<file path="src/hw/adip_regs.svh">
// register offsets, field positions and constants of the pio data-in engine
`ifndef ADIP_REGS_SVH
`define ADIP_REGS_SVH
`define ADIP_A_DATA     8'h00
`define ADIP_A_ERRFEAT  8'h04
`define ADIP_A_SECCNT   8'h08
`define ADIP_A_SECNUM   8'h0c
`define ADIP_A_CYL      8'h10
`define ADIP_A_DEVHEAD  8'h14
`define ADIP_A_STATCMD  8'h18
`define ADIP_A_ALTCTL   8'h1c
`define ADIP_A_ISTAT    8'h20
`define ADIP_A_IMASK    8'h24
`define ADIP_A_MULTI    8'h28
`define ADIP_ST_BSY     7
`define ADIP_ST_RDY     6
`define ADIP_ST_DRQ     3
`define ADIP_ST_ERR     0
`define ADIP_ER_ABT     8'h04
`define ADIP_DH_LBA     6
`define ADIP_CTL_SRST   2
`define ADIP_CMD_LONG_R 8'h22
`define ADIP_CMD_LONG_N 8'h23
`define ADIP_CMD_MULT   8'hc4
`define ADIP_SECT_WORDS 17'd256
`define ADIP_ECC_BYTES  17'd4
`define ADIP_MULTI_RST  8'h01
`define ADIP_NEV        4
`define ADIP_EV_DRDY    0
`define ADIP_EV_ERR     1
`define ADIP_EV_ABT     2
`define ADIP_EV_DONE    3
`endif

</file>
<file path="src/hw/adip_pkg.sv">
// types of the pio data-in engine
package adip_pkg;
	typedef enum logic [2:0] {
		ADIP_IDLE = 3'b001,
		ADIP_BUSY = 3'b010,
		ADIP_DRQ  = 3'b100
	} adip_state_e;
	typedef logic [7:0] adip_addr_t;
endpackage

</file>
<file path="src/hw/adip_if.sv">
// carrier between bus slave, interrupt unit and core
`timescale 1ns/1ns
interface adip_if;
	import adip_pkg::*;
	adip_addr_t  addr;
	logic        wr;
	logic        act_rd;
	logic        rd;
	logic [31:0] wdata;
	logic [31:0] rdata;
	logic        stall;
	logic [3:0]  ev;
	logic [3:0]  istat;
	logic [3:0]  imask;
	modport ahb  (output addr, wr, act_rd, rd, wdata, input rdata, stall);
	modport irq  (input addr, wr, wdata, ev, output istat, imask);
	modport core (input addr, wr, act_rd, rd, wdata, istat, imask, output rdata, stall, ev);
endinterface

</file>
<file path="src/hw/adip_core.sv">
// device side pio data-in command engine with task file on ahb-lite
// Operation
// host waits for busy clear and ready set before any command.
// from acceptance to completion busy or data-request is always set.
// interrupt line marks most busy-to-clear transitions during a command.
// only resets interrupt a command; host never writes command while busy.
// pending interrupt clears on status read, reset or command write.
// host loads task file parameters, then writes the command code.
// per sector or block busy while preparing, then data-request and interrupt.
// host reads status, reads data; device drops data-request after transfer.
// sectors are 512 bytes; extended-length read appends ECC bytes.
// data words are 16 bits, appended ECC bytes go 8 bits each.
// multiple read moves one block per interrupt, others one sector.
// a sector's status is in place before its data moves.
// invalid parameter aborts: busy clear, error and abort flag, interrupt.
// data error: busy clear, error bit, data-request, error code, interrupt.
// failing location reported in CHS or LBA per device/head bit 6.
// uncorrectable data still offered; erroneous block finished, then command ends.
// errors fixed by retry deliver corrected data with no indication.
// after final block read with busy and data-request clear, accept new command.
//
// Added by the designer: the register addresses and register access over AHB-Lite.
`timescale 1ns/1ns
`include "adip_regs.svh"
module adip_core import adip_pkg::*; (
	input  wire logic        SYS_CLK,
	input  wire logic        ARST_N,
	input  wire logic        HSEL,
	input  wire logic [31:0] HADDR,
	input  wire logic [1:0]  HTRANS,
	input  wire logic        HWRITE,
	input  wire logic [2:0]  HSIZE,
	input  wire logic [31:0] HWDATA,
	input  wire logic        HREADY,
	output logic [31:0]      HRDATA,
	output logic             HREADYOUT,
	output logic             HRESP,
	output logic             INTRQ,
	output logic             IRQ,
	input  wire logic        MED_RDY,
	output logic             MED_START,
	output logic             MED_RESET,
	output logic [7:0]       MED_CMD,
	output logic [7:0]       MED_FEAT,
	output logic [7:0]       MED_SECCNT,
	output logic [7:0]       MED_SECNUM,
	output logic [15:0]      MED_CYL,
	output logic [7:0]       MED_DEVHEAD,
	input  wire logic        MED_PREP_DONE,
	input  wire logic        MED_ERR,
	input  wire logic [7:0]  MED_ERR_CODE,
	input  wire logic        MED_ABORT,
	input  wire logic [27:0] MED_LOC_LBA,
	input  wire logic [27:0] MED_LOC_CHS,
	input  wire logic [15:0] MED_DATA,
	input  wire logic        MED_VALID,
	output logic             MED_TAKE
);
	adip_if u_if ();

	adip_state_e state_q;
	logic [7:0]  feat_q;
	logic [7:0]  err_q;
	logic [7:0]  seccnt_q;
	logic [7:0]  secnum_q;
	logic [15:0] cyl_q;
	logic [7:0]  devhead_q;
	logic [7:0]  cmd_q;
	logic [7:0]  multi_q;
	logic        err_bit_q;
	logic        intrq_q;
	logic        lba_q;
	logic        long_q;
	logic        mult_q;
	logic [8:0]  sect_q;
	logic [8:0]  blk_q;
	logic [16:0] unit_q;
	logic        start_q;
	logic        srst_q;
	logic        tf_wr;
	logic        cmd_wr;
	logic        cmd_go;
	logic        srst;
	logic        stat_rd;
	logic        prep;
	logic        abort;
	logic        take;
	logic        last;
	logic        ecc_ph;
	logic [8:0]  multi_n;
	logic [8:0]  blk_d;
	logic [8:0]  sect_rem;
	logic [16:0] units_d;
	logic [27:0] loc;
	logic [7:0]  status;

	adip_ahb u_ahb (
		.clk       (SYS_CLK),
		.arst_n    (ARST_N),
		.hsel      (HSEL),
		.haddr     (HADDR),
		.htrans    (HTRANS),
		.hwrite    (HWRITE),
		.hready    (HREADY),
		.hwdata    (HWDATA),
		.hrdata    (HRDATA),
		.hreadyout (HREADYOUT),
		.hresp     (HRESP),
		.b         (u_if.ahb)
	);

	adip_irq u_irq (
		.clk    (SYS_CLK),
		.arst_n (ARST_N),
		.irq    (IRQ),
		.b      (u_if.irq)
	);

	//////////////////////////////////////////////////////////////////
	// decode
	assign tf_wr   = u_if.wr && (state_q == ADIP_IDLE);
	assign cmd_wr  = u_if.wr && (u_if.addr == `ADIP_A_STATCMD);
	// command accepted only while idle and ready
	assign cmd_go  = cmd_wr && (state_q == ADIP_IDLE) && MED_RDY;
	// soft reset stops whatever runs
	assign srst    = u_if.wr && (u_if.addr == `ADIP_A_ALTCTL) && u_if.wdata[`ADIP_CTL_SRST];
	assign stat_rd = u_if.rd && (u_if.addr == `ADIP_A_STATCMD);
	assign prep    = (state_q == ADIP_BUSY) && MED_PREP_DONE && !MED_ABORT;
	assign abort   = (state_q == ADIP_BUSY) && MED_ABORT;
	assign take    = u_if.rd && (u_if.addr == `ADIP_A_DATA) && (state_q == ADIP_DRQ);
	assign last    = take && (unit_q == 17'd1);
	assign ecc_ph  = long_q && (unit_q <= `ADIP_ECC_BYTES);
	assign multi_n = (multi_q == 8'h00) ? 9'd1 : {1'b0, multi_q};
	// block size for multiple read, else one sector
	assign blk_d   = !mult_q ? 9'd1 : ((multi_n < sect_q) ? multi_n : sect_q);
	// long read adds the ecc bytes to one sector
	assign units_d = long_q ? (`ADIP_SECT_WORDS + `ADIP_ECC_BYTES) : {blk_d, 8'h00};
	assign sect_rem = sect_q - blk_q;
	// lba or chs form chosen by mode bit latched with the command
	assign loc     = lba_q ? MED_LOC_LBA : MED_LOC_CHS;

	//////////////////////////////////////////////////////////////////
	// protocol state
	always_ff @(posedge SYS_CLK or negedge ARST_N) begin
		if (!ARST_N) begin
			state_q <= ADIP_IDLE;
		end else if (srst) begin
			// reset interrupts the command
			state_q <= ADIP_IDLE;
		end else begin
			unique case (state_q)
				ADIP_IDLE: begin
					// busy set at the acceptance edge
					if (cmd_go) begin
						state_q <= ADIP_BUSY;
					end
				end
				ADIP_BUSY: begin
					// abort ends with busy and data-request clear
					if (abort) begin
						state_q <= ADIP_IDLE;
					// busy drops as data-request rises
					end else if (prep) begin
						state_q <= ADIP_DRQ;
					end
				end
				ADIP_DRQ: begin
					// end on last block or after the erroneous one
					if (last) begin
						state_q <= (err_bit_q || (sect_rem == 9'd0)) ? ADIP_IDLE : ADIP_BUSY;
					end
				end
			endcase
		end
	end

	//////////////////////////////////////////////////////////////////
	// transfer counters
	always_ff @(posedge SYS_CLK or negedge ARST_N) begin
		if (!ARST_N) begin
			sect_q <= 9'd0;
			blk_q  <= 9'd0;
			unit_q <= 17'd0;
			lba_q  <= 1'b0;
			long_q <= 1'b0;
			mult_q <= 1'b0;
		end else if (srst) begin
			unit_q <= 17'd0;
		end else if (cmd_go) begin
			sect_q <= (seccnt_q == 8'h00) ? 9'd256 : {1'b0, seccnt_q};
			lba_q  <= devhead_q[`ADIP_DH_LBA];
			long_q <= (u_if.wdata[7:0] == `ADIP_CMD_LONG_R) || (u_if.wdata[7:0] == `ADIP_CMD_LONG_N);
			mult_q <= u_if.wdata[7:0] == `ADIP_CMD_MULT;
		end else if (prep) begin
			blk_q  <= blk_d;
			unit_q <= units_d;
		end else if (take) begin
			// count down the block as the host reads it
			unit_q <= unit_q - 17'd1;
			if (last) begin
				sect_q <= sect_rem;
			end
		end
	end

	//////////////////////////////////////////////////////////////////
	// task file
	always_ff @(posedge SYS_CLK or negedge ARST_N) begin
		if (!ARST_N) begin
			feat_q    <= 8'h00;
			seccnt_q  <= 8'h00;
			secnum_q  <= 8'h00;
			cyl_q     <= 16'h0000;
			devhead_q <= 8'h00;
			cmd_q     <= 8'h00;
			multi_q   <= `ADIP_MULTI_RST;
		end else if (prep && MED_ERR) begin
			// failing sector location
			secnum_q       <= loc[7:0];
			cyl_q          <= loc[23:8];
			devhead_q[3:0] <= loc[27:24];
		end else if (tf_wr) begin
			// parameters loaded ahead of the command
			unique case (u_if.addr)
				`ADIP_A_ERRFEAT: feat_q    <= u_if.wdata[7:0];
				`ADIP_A_SECCNT:  seccnt_q  <= u_if.wdata[7:0];
				`ADIP_A_SECNUM:  secnum_q  <= u_if.wdata[7:0];
				`ADIP_A_CYL:     cyl_q     <= u_if.wdata[15:0];
				`ADIP_A_DEVHEAD: devhead_q <= u_if.wdata[7:0];
				`ADIP_A_STATCMD: cmd_q     <= u_if.wdata[7:0];
				`ADIP_A_MULTI:   multi_q   <= u_if.wdata[7:0];
				default: ;
			endcase
		end
	end

	//////////////////////////////////////////////////////////////////
	// error reporting
	always_ff @(posedge SYS_CLK or negedge ARST_N) begin
		if (!ARST_N) begin
			err_q     <= 8'h00;
			err_bit_q <= 1'b0;
		end else if (cmd_go || srst) begin
			err_q     <= 8'h00;
			err_bit_q <= 1'b0;
		end else if (abort) begin
			// error bit plus aborted flag
			err_q     <= `ADIP_ER_ABT;
			err_bit_q <= 1'b1;
		end else if (prep) begin
			// only errors left after retries are reported
			err_bit_q <= MED_ERR;
			err_q     <= MED_ERR ? MED_ERR_CODE : 8'h00;
		end
	end

	//////////////////////////////////////////////////////////////////
	// host interrupt line
	always_ff @(posedge SYS_CLK or negedge ARST_N) begin
		if (!ARST_N) begin
			intrq_q <= 1'b0;
		// raised when busy drops for data or abort
		end else if (prep || abort) begin
			intrq_q <= 1'b1;
		// status read, command write or reset clears
		end else if (stat_rd || cmd_wr || srst) begin
			intrq_q <= 1'b0;
		end
	end

	always_ff @(posedge SYS_CLK or negedge ARST_N) begin
		if (!ARST_N) begin
			start_q <= 1'b0;
			srst_q  <= 1'b0;
		end else begin
			start_q <= cmd_go;
			srst_q  <= srst;
		end
	end

	//////////////////////////////////////////////////////////////////
	// read data and stall
	// status comes straight from the state, so it leads the data
	assign status = {state_q == ADIP_BUSY, MED_RDY, 2'b00, state_q == ADIP_DRQ, 2'b00, err_bit_q};

	always_comb begin
		u_if.rdata = 32'h0000_0000;
		unique case (u_if.addr)
			`ADIP_A_DATA: begin
				// words, then ecc bytes in the low lane
				if (state_q == ADIP_DRQ) begin
					u_if.rdata = ecc_ph ? {24'h00_0000, MED_DATA[7:0]} : {16'h0000, MED_DATA};
				end
			end
			`ADIP_A_ERRFEAT: u_if.rdata = {24'h00_0000, err_q};
			`ADIP_A_SECCNT:  u_if.rdata = {24'h00_0000, seccnt_q};
			`ADIP_A_SECNUM:  u_if.rdata = {24'h00_0000, secnum_q};
			`ADIP_A_CYL:     u_if.rdata = {16'h0000, cyl_q};
			`ADIP_A_DEVHEAD: u_if.rdata = {24'h00_0000, devhead_q};
			`ADIP_A_STATCMD: u_if.rdata = {24'h00_0000, status};
			`ADIP_A_ALTCTL:  u_if.rdata = {24'h00_0000, status};
			`ADIP_A_ISTAT:   u_if.rdata = {28'h000_0000, u_if.istat};
			`ADIP_A_IMASK:   u_if.rdata = {28'h000_0000, u_if.imask};
			`ADIP_A_MULTI:   u_if.rdata = {24'h00_0000, multi_q};
			default:         u_if.rdata = 32'h0000_0000;
		endcase
	end

	// data reads wait for the media word
	assign u_if.stall = u_if.act_rd && (u_if.addr == `ADIP_A_DATA) && (state_q == ADIP_DRQ) && !MED_VALID;

	assign u_if.ev[`ADIP_EV_DRDY] = prep && !MED_ERR;
	assign u_if.ev[`ADIP_EV_ERR]  = prep && MED_ERR;
	assign u_if.ev[`ADIP_EV_ABT]  = abort;
	assign u_if.ev[`ADIP_EV_DONE] = last && (err_bit_q || (sect_rem == 9'd0));

	assign INTRQ       = intrq_q;
	assign MED_START   = start_q;
	assign MED_RESET   = srst_q;
	assign MED_TAKE    = take;
	assign MED_CMD     = cmd_q;
	assign MED_FEAT    = feat_q;
	assign MED_SECCNT  = seccnt_q;
	assign MED_SECNUM  = secnum_q;
	assign MED_CYL     = cyl_q;
	assign MED_DEVHEAD = devhead_q;
endmodule

</file>
<file path="src/hw/adip_ahb.sv">
// ahb-lite slave front end, word accesses only
`timescale 1ns/1ns
module adip_ahb import adip_pkg::*; (
	input  wire logic        clk,
	input  wire logic        arst_n,
	input  wire logic        hsel,
	input  wire logic [31:0] haddr,
	input  wire logic [1:0]  htrans,
	input  wire logic        hwrite,
	input  wire logic        hready,
	input  wire logic [31:0] hwdata,
	output logic [31:0]      hrdata,
	output logic             hreadyout,
	output logic             hresp,
	adip_if.ahb              b
);
	logic       dp_act_q;
	logic       dp_wr_q;
	adip_addr_t dp_addr_q;

	//////////////////////////////////////////////////////////////////
	// address phase capture
	always_ff @(posedge clk or negedge arst_n) begin
		if (!arst_n) begin
			dp_act_q  <= 1'b0;
			dp_wr_q   <= 1'b0;
			dp_addr_q <= 8'h00;
		end else if (hready) begin
			dp_act_q  <= hsel & htrans[1];
			dp_wr_q   <= hwrite;
			dp_addr_q <= haddr[7:0];
		end
	end

	//////////////////////////////////////////////////////////////////
	// data phase
	assign b.addr    = dp_addr_q;
	assign b.wr      = dp_act_q & dp_wr_q;
	assign b.act_rd  = dp_act_q & ~dp_wr_q;
	assign b.rd      = b.act_rd & ~b.stall;
	assign b.wdata   = hwdata;
	assign hrdata    = b.rdata;
	assign hreadyout = ~(b.act_rd & b.stall);
	assign hresp     = 1'b0;
endmodule

</file>
<file path="src/hw/adip_irq.sv">
// sticky event status with mask, write one to clear
`timescale 1ns/1ns
`include "adip_regs.svh"
module adip_irq import adip_pkg::*; (
	input  wire logic clk,
	input  wire logic arst_n,
	output logic      irq,
	adip_if.irq       b
);
	logic [3:0] stat_q;
	logic [3:0] mask_q;
	logic       wr_stat;

	assign wr_stat = b.wr && (b.addr == `ADIP_A_ISTAT);

	//////////////////////////////////////////////////////////////////
	// status bits, a new event wins over its clear
	genvar i;
	generate
		for (i = 0; i < `ADIP_NEV; i++) begin : g_bit
			always_ff @(posedge clk or negedge arst_n) begin
				if (!arst_n) begin
					stat_q[i] <= 1'b0;
				end else if (b.ev[i]) begin
					stat_q[i] <= 1'b1;
				end else if (wr_stat && b.wdata[i]) begin
					stat_q[i] <= 1'b0;
				end
			end
		end
	endgenerate

	always_ff @(posedge clk or negedge arst_n) begin
		if (!arst_n) begin
			mask_q <= 4'h0;
		end else if (b.wr && (b.addr == `ADIP_A_IMASK)) begin
			mask_q <= b.wdata[3:0];
		end
	end

	assign b.istat = stat_q;
	assign b.imask = mask_q;
	assign irq     = |(stat_q & mask_q);
endmodule

</file>
<file path="config.mk">
export PLATFORM = sky130hd
export DESIGN_NAME = adip_core
export DESIGN_NICKNAME = d
export VERILOG_FILES = /design/src/hw/adip_pkg.sv /design/src/hw/adip_if.sv /design/src/hw/adip_core.sv /design/src/hw/adip_ahb.sv /design/src/hw/adip_irq.sv
export VERILOG_INCLUDE_DIRS = /design/src /design/src/hw
export SDC_FILE = /design/constraint.sdc
export NUM_CORES = 1
export LEC_CHECK = 0
export BUFFER_PORTS_ARGS = -buffer_cell sky130_fd_sc_hd__buf_2
export CAP_MARGIN = 20
export CORE_MARGIN = 2
export CORE_UTILIZATION = 40
export DETAILED_ROUTE_END_ITERATION = 8
export PLACE_DENSITY_LB_ADDON = 0.15
export SETUP_SLACK_MARGIN = 0.3
export SLEW_MARGIN = 0
export SYNTH_ARGS = -nofsm -noshare
export SYNTH_HDL_FRONTEND = slang
export SYNTH_SLANG_ARGS = --single-unit
</file>
<file path="constraint.sdc">
create_clock -name SYS_CLK -period 2.9 [get_ports SYS_CLK]
set_clock_uncertainty 0.15 [all_clocks]
set_input_delay 0.725 -clock SYS_CLK [delete_from_list [all_inputs] [get_ports SYS_CLK]]
set_output_delay 0.725 -clock SYS_CLK [all_outputs]
set_load 0.02 [all_outputs]
</file>
==> run metrics, run 1 <==
Worst-Skew Late Latency=430 ps; ANT cells=0; Synth Instances=798; PortBufs=192; final hold violation count=0; Synth Warn #=0; Die W=143.2 um; HPWL after DPL=19.38 mm; cell taking the most area after synthesis=dfrtp_1; drt first pass iters=6; Rows=50; Pwr Density=627.1 nW/um^2; CTS max path bufs=2; area growth from synthesis to final layout=38.69%; CTS tree=done; final estimated routing congestion in global placement=0.8999; worst vdd rail ir drop=400.2 uV; share of cells above drive strength 1=0.4217; required time of the worst setup path=2030 ps; initial antenna violation count=0; Initial Utilization=0.4105; Static Leakage=5.006 nW; FF-to-FF End=sect_q[0]; area of the multi-input gates=4382 um^2; placed cells=1269; number of buffers created by CTS=17; fin crit share=1.136; startpoint types=flop; Cell Area, Synth=7755 um^2; WS Path Type=reg2out; routed via count=7417; Yosys cell types=69; DR vias/cell=5.510; worst slew pin tran=618.0 ps; power consumption=6.744 mW; fin. max-slew vios=0; maxcap violations=0; largest net degree at the start of global routing=58; Primary FF master, synth=dfrtp_1; count leader, synth=dfrtp_1; register area=3391 um^2; Total Routing Usage GR=0.2606; Crit path max-delay family=simple AND/OR/NAND/NOR gates; Seq/Total Area, Yosys=0.4359; CP Data Arrival Time=2420 ps; Cell Area, Placed=9353 um^2; fmax=303.6 MHz; status=complete, but fails checks; number of synthesized flops with an enable pin=0; first-pass GRT wire length=40.44 mm; Initial DRC Count=618; slew margin rel.=0.5880; minimum clock period=3294 ps; worst-case reg-to-reg path depth=8; critical path fanouts, max=8; slowest CP cell=or4_4; share of flip-flops with an asynchronous set or reset=1.000; TNS Setup=-5169 ps; pre-CTS setup slack=37.41 ps; root buf cell=clkbuf_16; Filler Cells Inserted=1718; CTS sink count=135; final setup fails=20; Die Span Y=143.2 um; Worst setup EP type=primary output; post-route cell area=10760 um^2; Hold Crit Class=in2async; DIE AREA=20520 um^2; number of global-route vias before repair=7214; # DRC=0; mean routed wirelength per cell=19.87 um; I/O pin total=254; failing checks=setup timing; H-tree level count=4; RSZ-0062 raised after global routing=true; Hold-fix buffers, CTS=0; Worst-path clk slew=60 ps; Synth area leaders=dfrtp_1, mux2_2, nand2_1; Final Util=0.5693; worst path cell trace=or4_4 -> or3_4 -> nor3_4 -> nor2_4 -> a22o_1 -> buf_6; gr ovfl total=0; Synth top area share=0.4292; Syn Area/Cell=9.718 um^2; Non-Filler Instances=1346; WL final=26.74 mm; fin nets=1251; synthesized flop and latch total=135; setup slack after layout=-394.1 ps; Post-DRT Antenna Nets=0; most frequent cells after synthesis=dfrtp_1, nand2_1, mux2_2; Buf/Inv on CP=1; r2r startpoint=unit_q[11]; worst hold margin=56.48 ps; core area=18890 um^2; slowest stage delay, CP=550 ps; R2R setup slack=-20 ps
==> worst max-delay path by stage <==
stage	start	end	slack, ps	depth (start not counted)
after global routing	unit_q[11]	HRDATA[14]	-440	6
after detailed placement	u_ahb.b.addr[1]	HRDATA[14]	40	6
final	unit_q[11]	HRDATA[11]	-390	6
after floorplan	unit_q[10]	HRDATA[10]	250	5
after CTS	unit_q[11]	HRDATA[14]	-380	6
after global placement	u_ahb.b.addr[1]	HRDATA[15]	40	6
==> registers in the layout, indices dropped and copies added, names as in the netlist <==
register        flops
INTRQ               1
blk_q               9
u_ahb.dp_wr_q       1
MED_SECNUM          8
MED_CYL            16
state_q             3
err_bit_q           1
MED_START           1
u_ahb.dp_act_q      1
long_q              1
sect_q              9
MED_CMD             8
u_ahb.b.addr        8
multi_q             8
u_irq.b.istat       4
unit_q             17
u_irq.b.imask       4
mult_q              1
MED_FEAT            8
MED_SECCNT          8
MED_RESET           1
MED_DEVHEAD         8
err_q               8
lba_q               1
==> metal layers <==
metal / wire [um] / GRT usage
met5: 0 / 0
met4: 695 / 0.09649
met3: 1599 / 0.05265
met2: 13100 / 0.4294
met1: 11350 / 0.3399
==> repair_timing <==
action | 4_1_cts | 5_1_grt
setup endpoints to repair | 31 | 41
resized for setup | 104 | 35
pin swaps | 40 | 27
buffers inserted | 30 | 15
==> cells in the final DEF, fill, tap and decap left out, types with 14 or more instances in the layout <==
cell type / n
ha_1: 17
mux2i_1: 21
buf_2: 173
inv_1: 25
conb_1: 17
o21ai_0: 15
a211oi_1: 32
clkbuf_16: 17
nor3_1: 18
mux2_2: 51
nand3_1: 14
buf_6: 39
nand2_1: 93
buf_4: 82
a21oi_1: 26
nor2_1: 32
dfrtp_1: 125
a22o_1: 21
a31oi_1: 25
nor2b_1: 31
==> worst register-to-register path, stage by stage, from the launching register on <==
cell and delay [ps]:
dfrtp_1 380, or4_4 550, or3_4 360, buf_4 150, buf_6 110, or4_4 590, buf_6 170, mux2_4 290
o21ai_2 100
==> cell families after synthesis <==
family | after synthesis | synth area share
fa+ha+maj | 19 | 0.03162
flops | 135 | 0.4359
compound gates | 204 | 0.1834
buf+inv | 84 | 0.05131
mux | 77 | 0.1084
simple gates | 265 | 0.1741
other cells | 1 | 0.0004836
xor+xnor | 13 | 0.01468
==> cell type report <==
class | instances | share of cell area
Inverter | 27 | 0.009423
Timing Repair Buffer | 297 | 0.1832
Clock buffer | 17 | 0.03955
Sequential cell | 135 | 0.3153
Multi-Input combinational cell | 595 | 0.4074
Tap cell | 260 | 0.03025
Clock inverter | 15 | 0.01489
==> power by group <==
group | total (mW) | switching, mW | internal, mW
logic | 1.97 | 1.12 | 0.842
clock network | 2.17 | 0.955 | 1.22
registers | 2.61 | 0.382 | 2.22
total | 6.74 | 2.46 | 4.28
No activity file was read; power rests on OpenSTA's default activity.
==> inputs of run 2 (changes only) <==
--- a/config.mk
+++ b/config.mk
@@ -8,8 +8,10 @@
 export LEC_CHECK = 0
 export BUFFER_PORTS_ARGS = -buffer_cell sky130_fd_sc_hd__buf_2
 export CAP_MARGIN = 20
+export CELL_PAD_IN_SITES_DETAIL_PLACEMENT = 0
+export CELL_PAD_IN_SITES_GLOBAL_PLACEMENT = 2
 export CORE_MARGIN = 2
-export CORE_UTILIZATION = 40
+export CORE_UTILIZATION = 28
 export DETAILED_ROUTE_END_ITERATION = 8
 export PLACE_DENSITY_LB_ADDON = 0.15
 export SETUP_SLACK_MARGIN = 0.3
==> run metrics, run 2 (same netlist as run 1, synthesis figures left out) <==
status=complete, but fails checks (unchanged); failing checks=setup timing (unchanged); TNS Setup=-4712 ps (was -5169 ps); routed via count=7284 (was 7417); final setup fails=19 (was 20); Initial Utilization=0.2861 (was 0.4105); required time of the worst setup path=2030 ps (about the same); fin crit share=1.141 (was 1.136); Die Span Y=170.4 um (was 143.2 um); PortBufs=192 (unchanged); Worst setup EP type=primary output (unchanged); share of cells above drive strength 1=0.4191 (was 0.4217); Pwr Density=627.9 nW/um^2 (was 627.1 nW/um^2); core area=27100 um^2 (was 18890 um^2); Hold Crit Class=in2async (unchanged); final estimated routing congestion in global placement=0.8482 (was 0.8999); final hold violation count=0 (unchanged); worst vdd rail ir drop=350.1 uV (was 400.2 uV); maxcap violations=0 (unchanged); mean routed wirelength per cell=20.30 um (was 19.87 um); first-pass GRT wire length=44.33 mm (was 40.44 mm); CTS tree=done (unchanged); gr ovfl total=0 (unchanged); most common cell after layout, fill and taps aside=buf_2 (unchanged); most frequent cells in the layout=buf_2, dfrtp_1, nand2_1 (unchanged); Biggest register=unit_q (unchanged); power consumption=6.889 mW (was 6.744 mW); DR vias/cell=4.986 (was 5.510); fmax=302.3 MHz (was 303.6 MHz); minimum clock period=3308 ps (was 3294 ps); DIE AREA=29040 um^2 (was 20520 um^2); # DRC=0 (unchanged); CP Data Arrival Time=2430 ps (was 2420 ps); Post-DRT Antenna Nets=0 (unchanged); Filler Cells Inserted=2751 (was 1718); Cell Area, Placed=9584 um^2 (was 9353 um^2); RSZ-0062 raised after global routing=true (unchanged); I/O pin total=254 (unchanged); Non-Filler Instances=1461 (was 1346); placed cells=1390 (was 1269); worst slew pin tran=636.9 ps (was 618.0 ps); CTS max path bufs=2 (unchanged); initial antenna violation count=1 (was 0); Worst-path clk slew=70 ps (was 60 ps); number of global-route vias before repair=7172 (was 7214); CTS sink count=135 (unchanged); WL final=29.66 mm (was 26.74 mm); HPWL after DPL=22.08 mm (was 19.38 mm); slew margin rel.=0.5754 (was 0.5880); root buf cell=clkbuf_16 (unchanged); Largest register FFs=17 (unchanged); largest net degree at the start of global routing=62 (was 58); Total Routing Usage GR=0.2051 (was 0.2606); number of buffers created by CTS=17 (unchanged); startpoint types=flop (unchanged); Rows=60 (was 50); WS Path Type=reg2out (unchanged); fin nets=1253 (was 1251); post-route cell area=10970 um^2 (was 10760 um^2); Initial DRC Count=358 (was 618); Final Util=0.4048 (was 0.5693); Hold-fix buffers, CTS=0 (unchanged); worst hold margin=146.9 ps (was 56.48 ps); setup slack after layout=-408.2 ps (was -394.1 ps); area growth from synthesis to final layout=41.48% (was 38.69%); Static Leakage=5.040 nW (was 5.006 nW); critical path fanouts, max=8 (unchanged); Die W=170.4 um (was 143.2 um); Worst-Skew Late Latency=420 ps (was 430 ps); H-tree level count=4 (unchanged); fin. max-slew vios=0 (unchanged); pre-CTS setup slack=-38.47 ps (was 37.41 ps); drt first pass iters=5 (was 6)
## run 2: cell count changes in the layout (fill, tap and decap cells not counted), sizes merged
cell	change
buf	+1
clkbuf	+1
clkinv	-3
diode	+1
inv	+3
## run 2: area by class of cell
cell class | instances | area [um^2] | area share
Tap cell | 372 | 465.4 | 0.04242
Antenna cell | 1 | 2.502 | 0.0002281
Inverter | 27 | 105.1 | 0.009579
Timing Repair Buffer | 299 | 2029 | 0.1850
Multi-Input combinational cell | 595 | 4382 | 0.3994
Clock buffer | 17 | 425.4 | 0.03877
Clock inverter | 15 | 176.4 | 0.01608
Sequential cell | 135 | 3386 | 0.3086
## run 2: final timing paths
path	slack [ps]	from	end	cells past startpoint
max reg2reg	-20	unit_q[11]	sect_q[8]	8
max	-410	unit_q[5]	HRDATA[11]	6
max in group asynchronous	1780	ARST_N	state_q[0]	2
min in group SYS_CLK	350	unit_q[16]	unit_q[16]	1
min reg2reg	350	unit_q[16]	unit_q[16]	1
min	150	ARST_N	sect_q[6]	1
## run 2: power breakdown
part | internal, mW | switching [mW] | total, mW
logic | 0.841 | 1.16 | 2.00
clock network | 1.24 | 1.02 | 2.26
registers | 2.22 | 0.408 | 2.63
total | 4.30 | 2.58 | 6.89
## run 2: worst max-delay path, stage by stage, from the launching register on
cell and delay (ps):
dfrtp_1 410, or3_4 380, or4_4 520, nor3_4 240, nor2_4 110, a22o_1 220, buf_6 130
## run 2: what timing repair did
item / CTS / global route
pin swaps: 45 / 27
resized for setup: 110 / 25
gates cloned: 0 / 1
endpoints found under the setup margin: 39 / 55
buffers inserted: 27 / 10
## run 2: per-layer routing
layer,global-route usage,vias to the layer above,part of all wire
li1,-,3498,-
met1,0.2726,3547,0.46
met2,0.3333,204,0.47
met3,0.04326,35,0.048
met4,0.06540,0,0.024
met5,0,-,0
==> inputs of run 3 (changes only) <==
--- a/config.mk
+++ b/config.mk
@@ -11,7 +11,8 @@
 export CELL_PAD_IN_SITES_DETAIL_PLACEMENT = 0
 export CELL_PAD_IN_SITES_GLOBAL_PLACEMENT = 2
 export CORE_MARGIN = 2
-export CORE_UTILIZATION = 28
+export CORE_UTILIZATION = 31
+export CTS_BUF_LIST = sky130_fd_sc_hd__clkbuf_4
 export DETAILED_ROUTE_END_ITERATION = 8
 export PLACE_DENSITY_LB_ADDON = 0.15
 export SETUP_SLACK_MARGIN = 0.3
==> constraint.sdc (replaced) <==
create_clock -name SYS_CLK -period 3.64 [get_ports SYS_CLK]
set_clock_uncertainty 0.15 [all_clocks]
set_input_delay 0.91 -clock SYS_CLK [delete_from_list [all_inputs] [get_ports SYS_CLK]]
set_output_delay 0.91 -clock SYS_CLK [all_outputs]
set_load 0.02 [all_outputs]
==> run metrics, run 3 (same netlist as run 1, synthesis figures left out) <==
routed via count=7208 (was 7284); placed cells=1303 (was 1390); number of global-route vias before repair=7069 (was 7172); Non-Filler Instances=1380 (was 1461); RSZ-0062 raised after global routing=true (unchanged); Worst setup EP type=primary output (unchanged); most common cell after layout, fill and taps aside=buf_2 (unchanged); final setup fails=0 (was 19); status=finished clean (was complete, but fails checks); final hold violation count=0 (unchanged); WS Path Type=reg2out (unchanged); R2R setup slack=660 ps (was -20 ps); largest net degree at the start of global routing=73 (was 62); drt first pass iters=5 (unchanged); initial antenna violation count=1 (unchanged); Biggest register=unit_q (unchanged); Initial DRC Count=421 (was 358); gr ovfl total=0 (unchanged); DIE AREA=26300 um^2 (was 29040 um^2); Worst-Skew Late Latency=580 ps (was 420 ps); Hold Crit Class=in2async (unchanged); area growth from synthesis to final layout=31.40% (was 41.48%); root buf cell=clkbuf_4 (was clkbuf_16); CTS max path bufs=2 (unchanged); fin. max-slew vios=0 (unchanged); fin nets=1218 (was 1253); Total Routing Usage GR=0.2148 (was 0.2051); WL final=28.40 mm (was 29.66 mm); Post-DRT Antenna Nets=0 (unchanged); Die Span Y=162.2 um (was 170.4 um); slew margin rel.=0.3681 (was 0.5754); required time of the worst setup path=2580 ps (was 2030 ps); Pwr Density=456.7 nW/um^2 (was 627.9 nW/um^2); Rows=57 (was 60); Die W=162.2 um (was 170.4 um); CTS tree=done (unchanged); worst hold margin=204.3 ps (was 146.9 ps); Filler Cells Inserted=2552 (was 2751); worst slew pin tran=947.9 ps (was 636.9 ps); HPWL after DPL=20.91 mm (was 22.08 mm); startpoint types=flop (unchanged); Initial Utilization=0.3170 (was 0.2861); share of cells above drive strength 1=0.3846 (was 0.4191); DR vias/cell=5.223 (was 4.986); most frequent cells in the layout=buf_2, dfrtp_1, nand2_1 (unchanged); PortBufs=192 (unchanged); core area=24460 um^2 (was 27100 um^2); I/O pin total=254 (unchanged); power consumption=4.653 mW (was 6.889 mW); first-pass GRT wire length=42.81 mm (was 44.33 mm); Largest register FFs=17 (unchanged); Final Util=0.4166 (was 0.4048); fin crit share=0.9971; Worst-path clk slew=180 ps (was 70 ps); worst vdd rail ir drop=204.7 uV (was 350.1 uV); H-tree level count=4 (unchanged); critical path fanouts, max=8 (unchanged); minimum clock period=3629 ps; number of buffers created by CTS=17 (unchanged); Static Leakage=4.696 nW (was 5.040 nW); final estimated routing congestion in global placement=0.8082 (was 0.8482); fmax=275.5 MHz; maxcap violations=0 (unchanged); CP Data Arrival Time=2570 ps (was 2430 ps); CTS sink count=135 (unchanged); Hold-fix buffers, CTS=0 (unchanged); mean routed wirelength per cell=20.58 um (was 20.30 um); # DRC=0 (unchanged)
## run 3: changes by cell type in the layout (fill, tap and decap cells not counted), moves of 3 or more
cell and change:
buf_4 -23, dfrtp_1 -3, buf_6 -11, o21ai_1 -6
clkbuf_4 +17, dfrtp_2 +3, o21ai_0 +7, clkbuf_16 -18
## run 3: path summary, 6_finish.rpt
| check | from | end | cells past startpoint |
|---|---|---|---|
| setup / recovery | unit_q[7] | HRDATA[9] | 6 |
| hold / removal | ARST_N | MED_SECCNT[4] | 1 |
| setup reg to reg | sect_q[0] | state_q[1] | 11 |
| hold reg to reg | unit_q[16] | unit_q[16] | 1 |
| max in group asynchronous | ARST_N | blk_q[8] | 2 |
| min in group SYS_CLK | unit_q[16] | unit_q[16] | 1 |
## run 3: final cells by class
cell class                      count  area (um^2)  share of cell area
Inverter                           27        101.3            0.009946
Clock inverter                     15        172.7             0.01694
Tap cell                          324        405.4             0.03978
Timing Repair Buffer              264         1708              0.1676
Antenna cell                        3        7.507           0.0007367
Multi-Input combinational cell    595         4278              0.4198
Clock buffer                       17        127.6             0.01252
Sequential cell                   135         3390              0.3326
## run 3: report_power, final
part / internal, mW / leakage [nW] / switching, mW
clock: 0.328 / 0.161 / 0.740
sequential: 1.77 / 1.62 / 0.328
combinational: 0.614 / 2.91 / 0.876
total: 2.71 / 4.70 / 1.94
## run 3: timing repair
item,4_1_cts,5_1_grt
buffers inserted,26,16
resized for setup,94,14
gates cloned,0,0
endpoints found under the setup margin,18,17
pin swaps,26,19
## run 3: metal layers
layer	share of wire	GRT usage	up-vias
li1	-	-	3413
met1	0.45	0.2855	3533
met2	0.47	0.3511	229
met3	0.067	0.05873	33
met4	0.016	0.04666	0
met5	0	0	-
## run 3: through the flow
stage,cell area (um^2),worst slack (ps),TNS (ps)
2_1_floorplan,7815,597.3,0
3_3_place_gp,9144,290.0,0
3_5_place_dp,9144,234.1,0
4_1_cts,10020,-63.40,-398.6
5_1_grt,10180,-116.7,-820.4
6_report,10190,10.70,0
## run 3: critical path, cell delays in order (launching register included)
cell and delay (ps):
dfrtp_1 410, or3_4 390, or4_4 520, nor3_4 230, nor2_4 100, a22o_1 220
buf_6 130
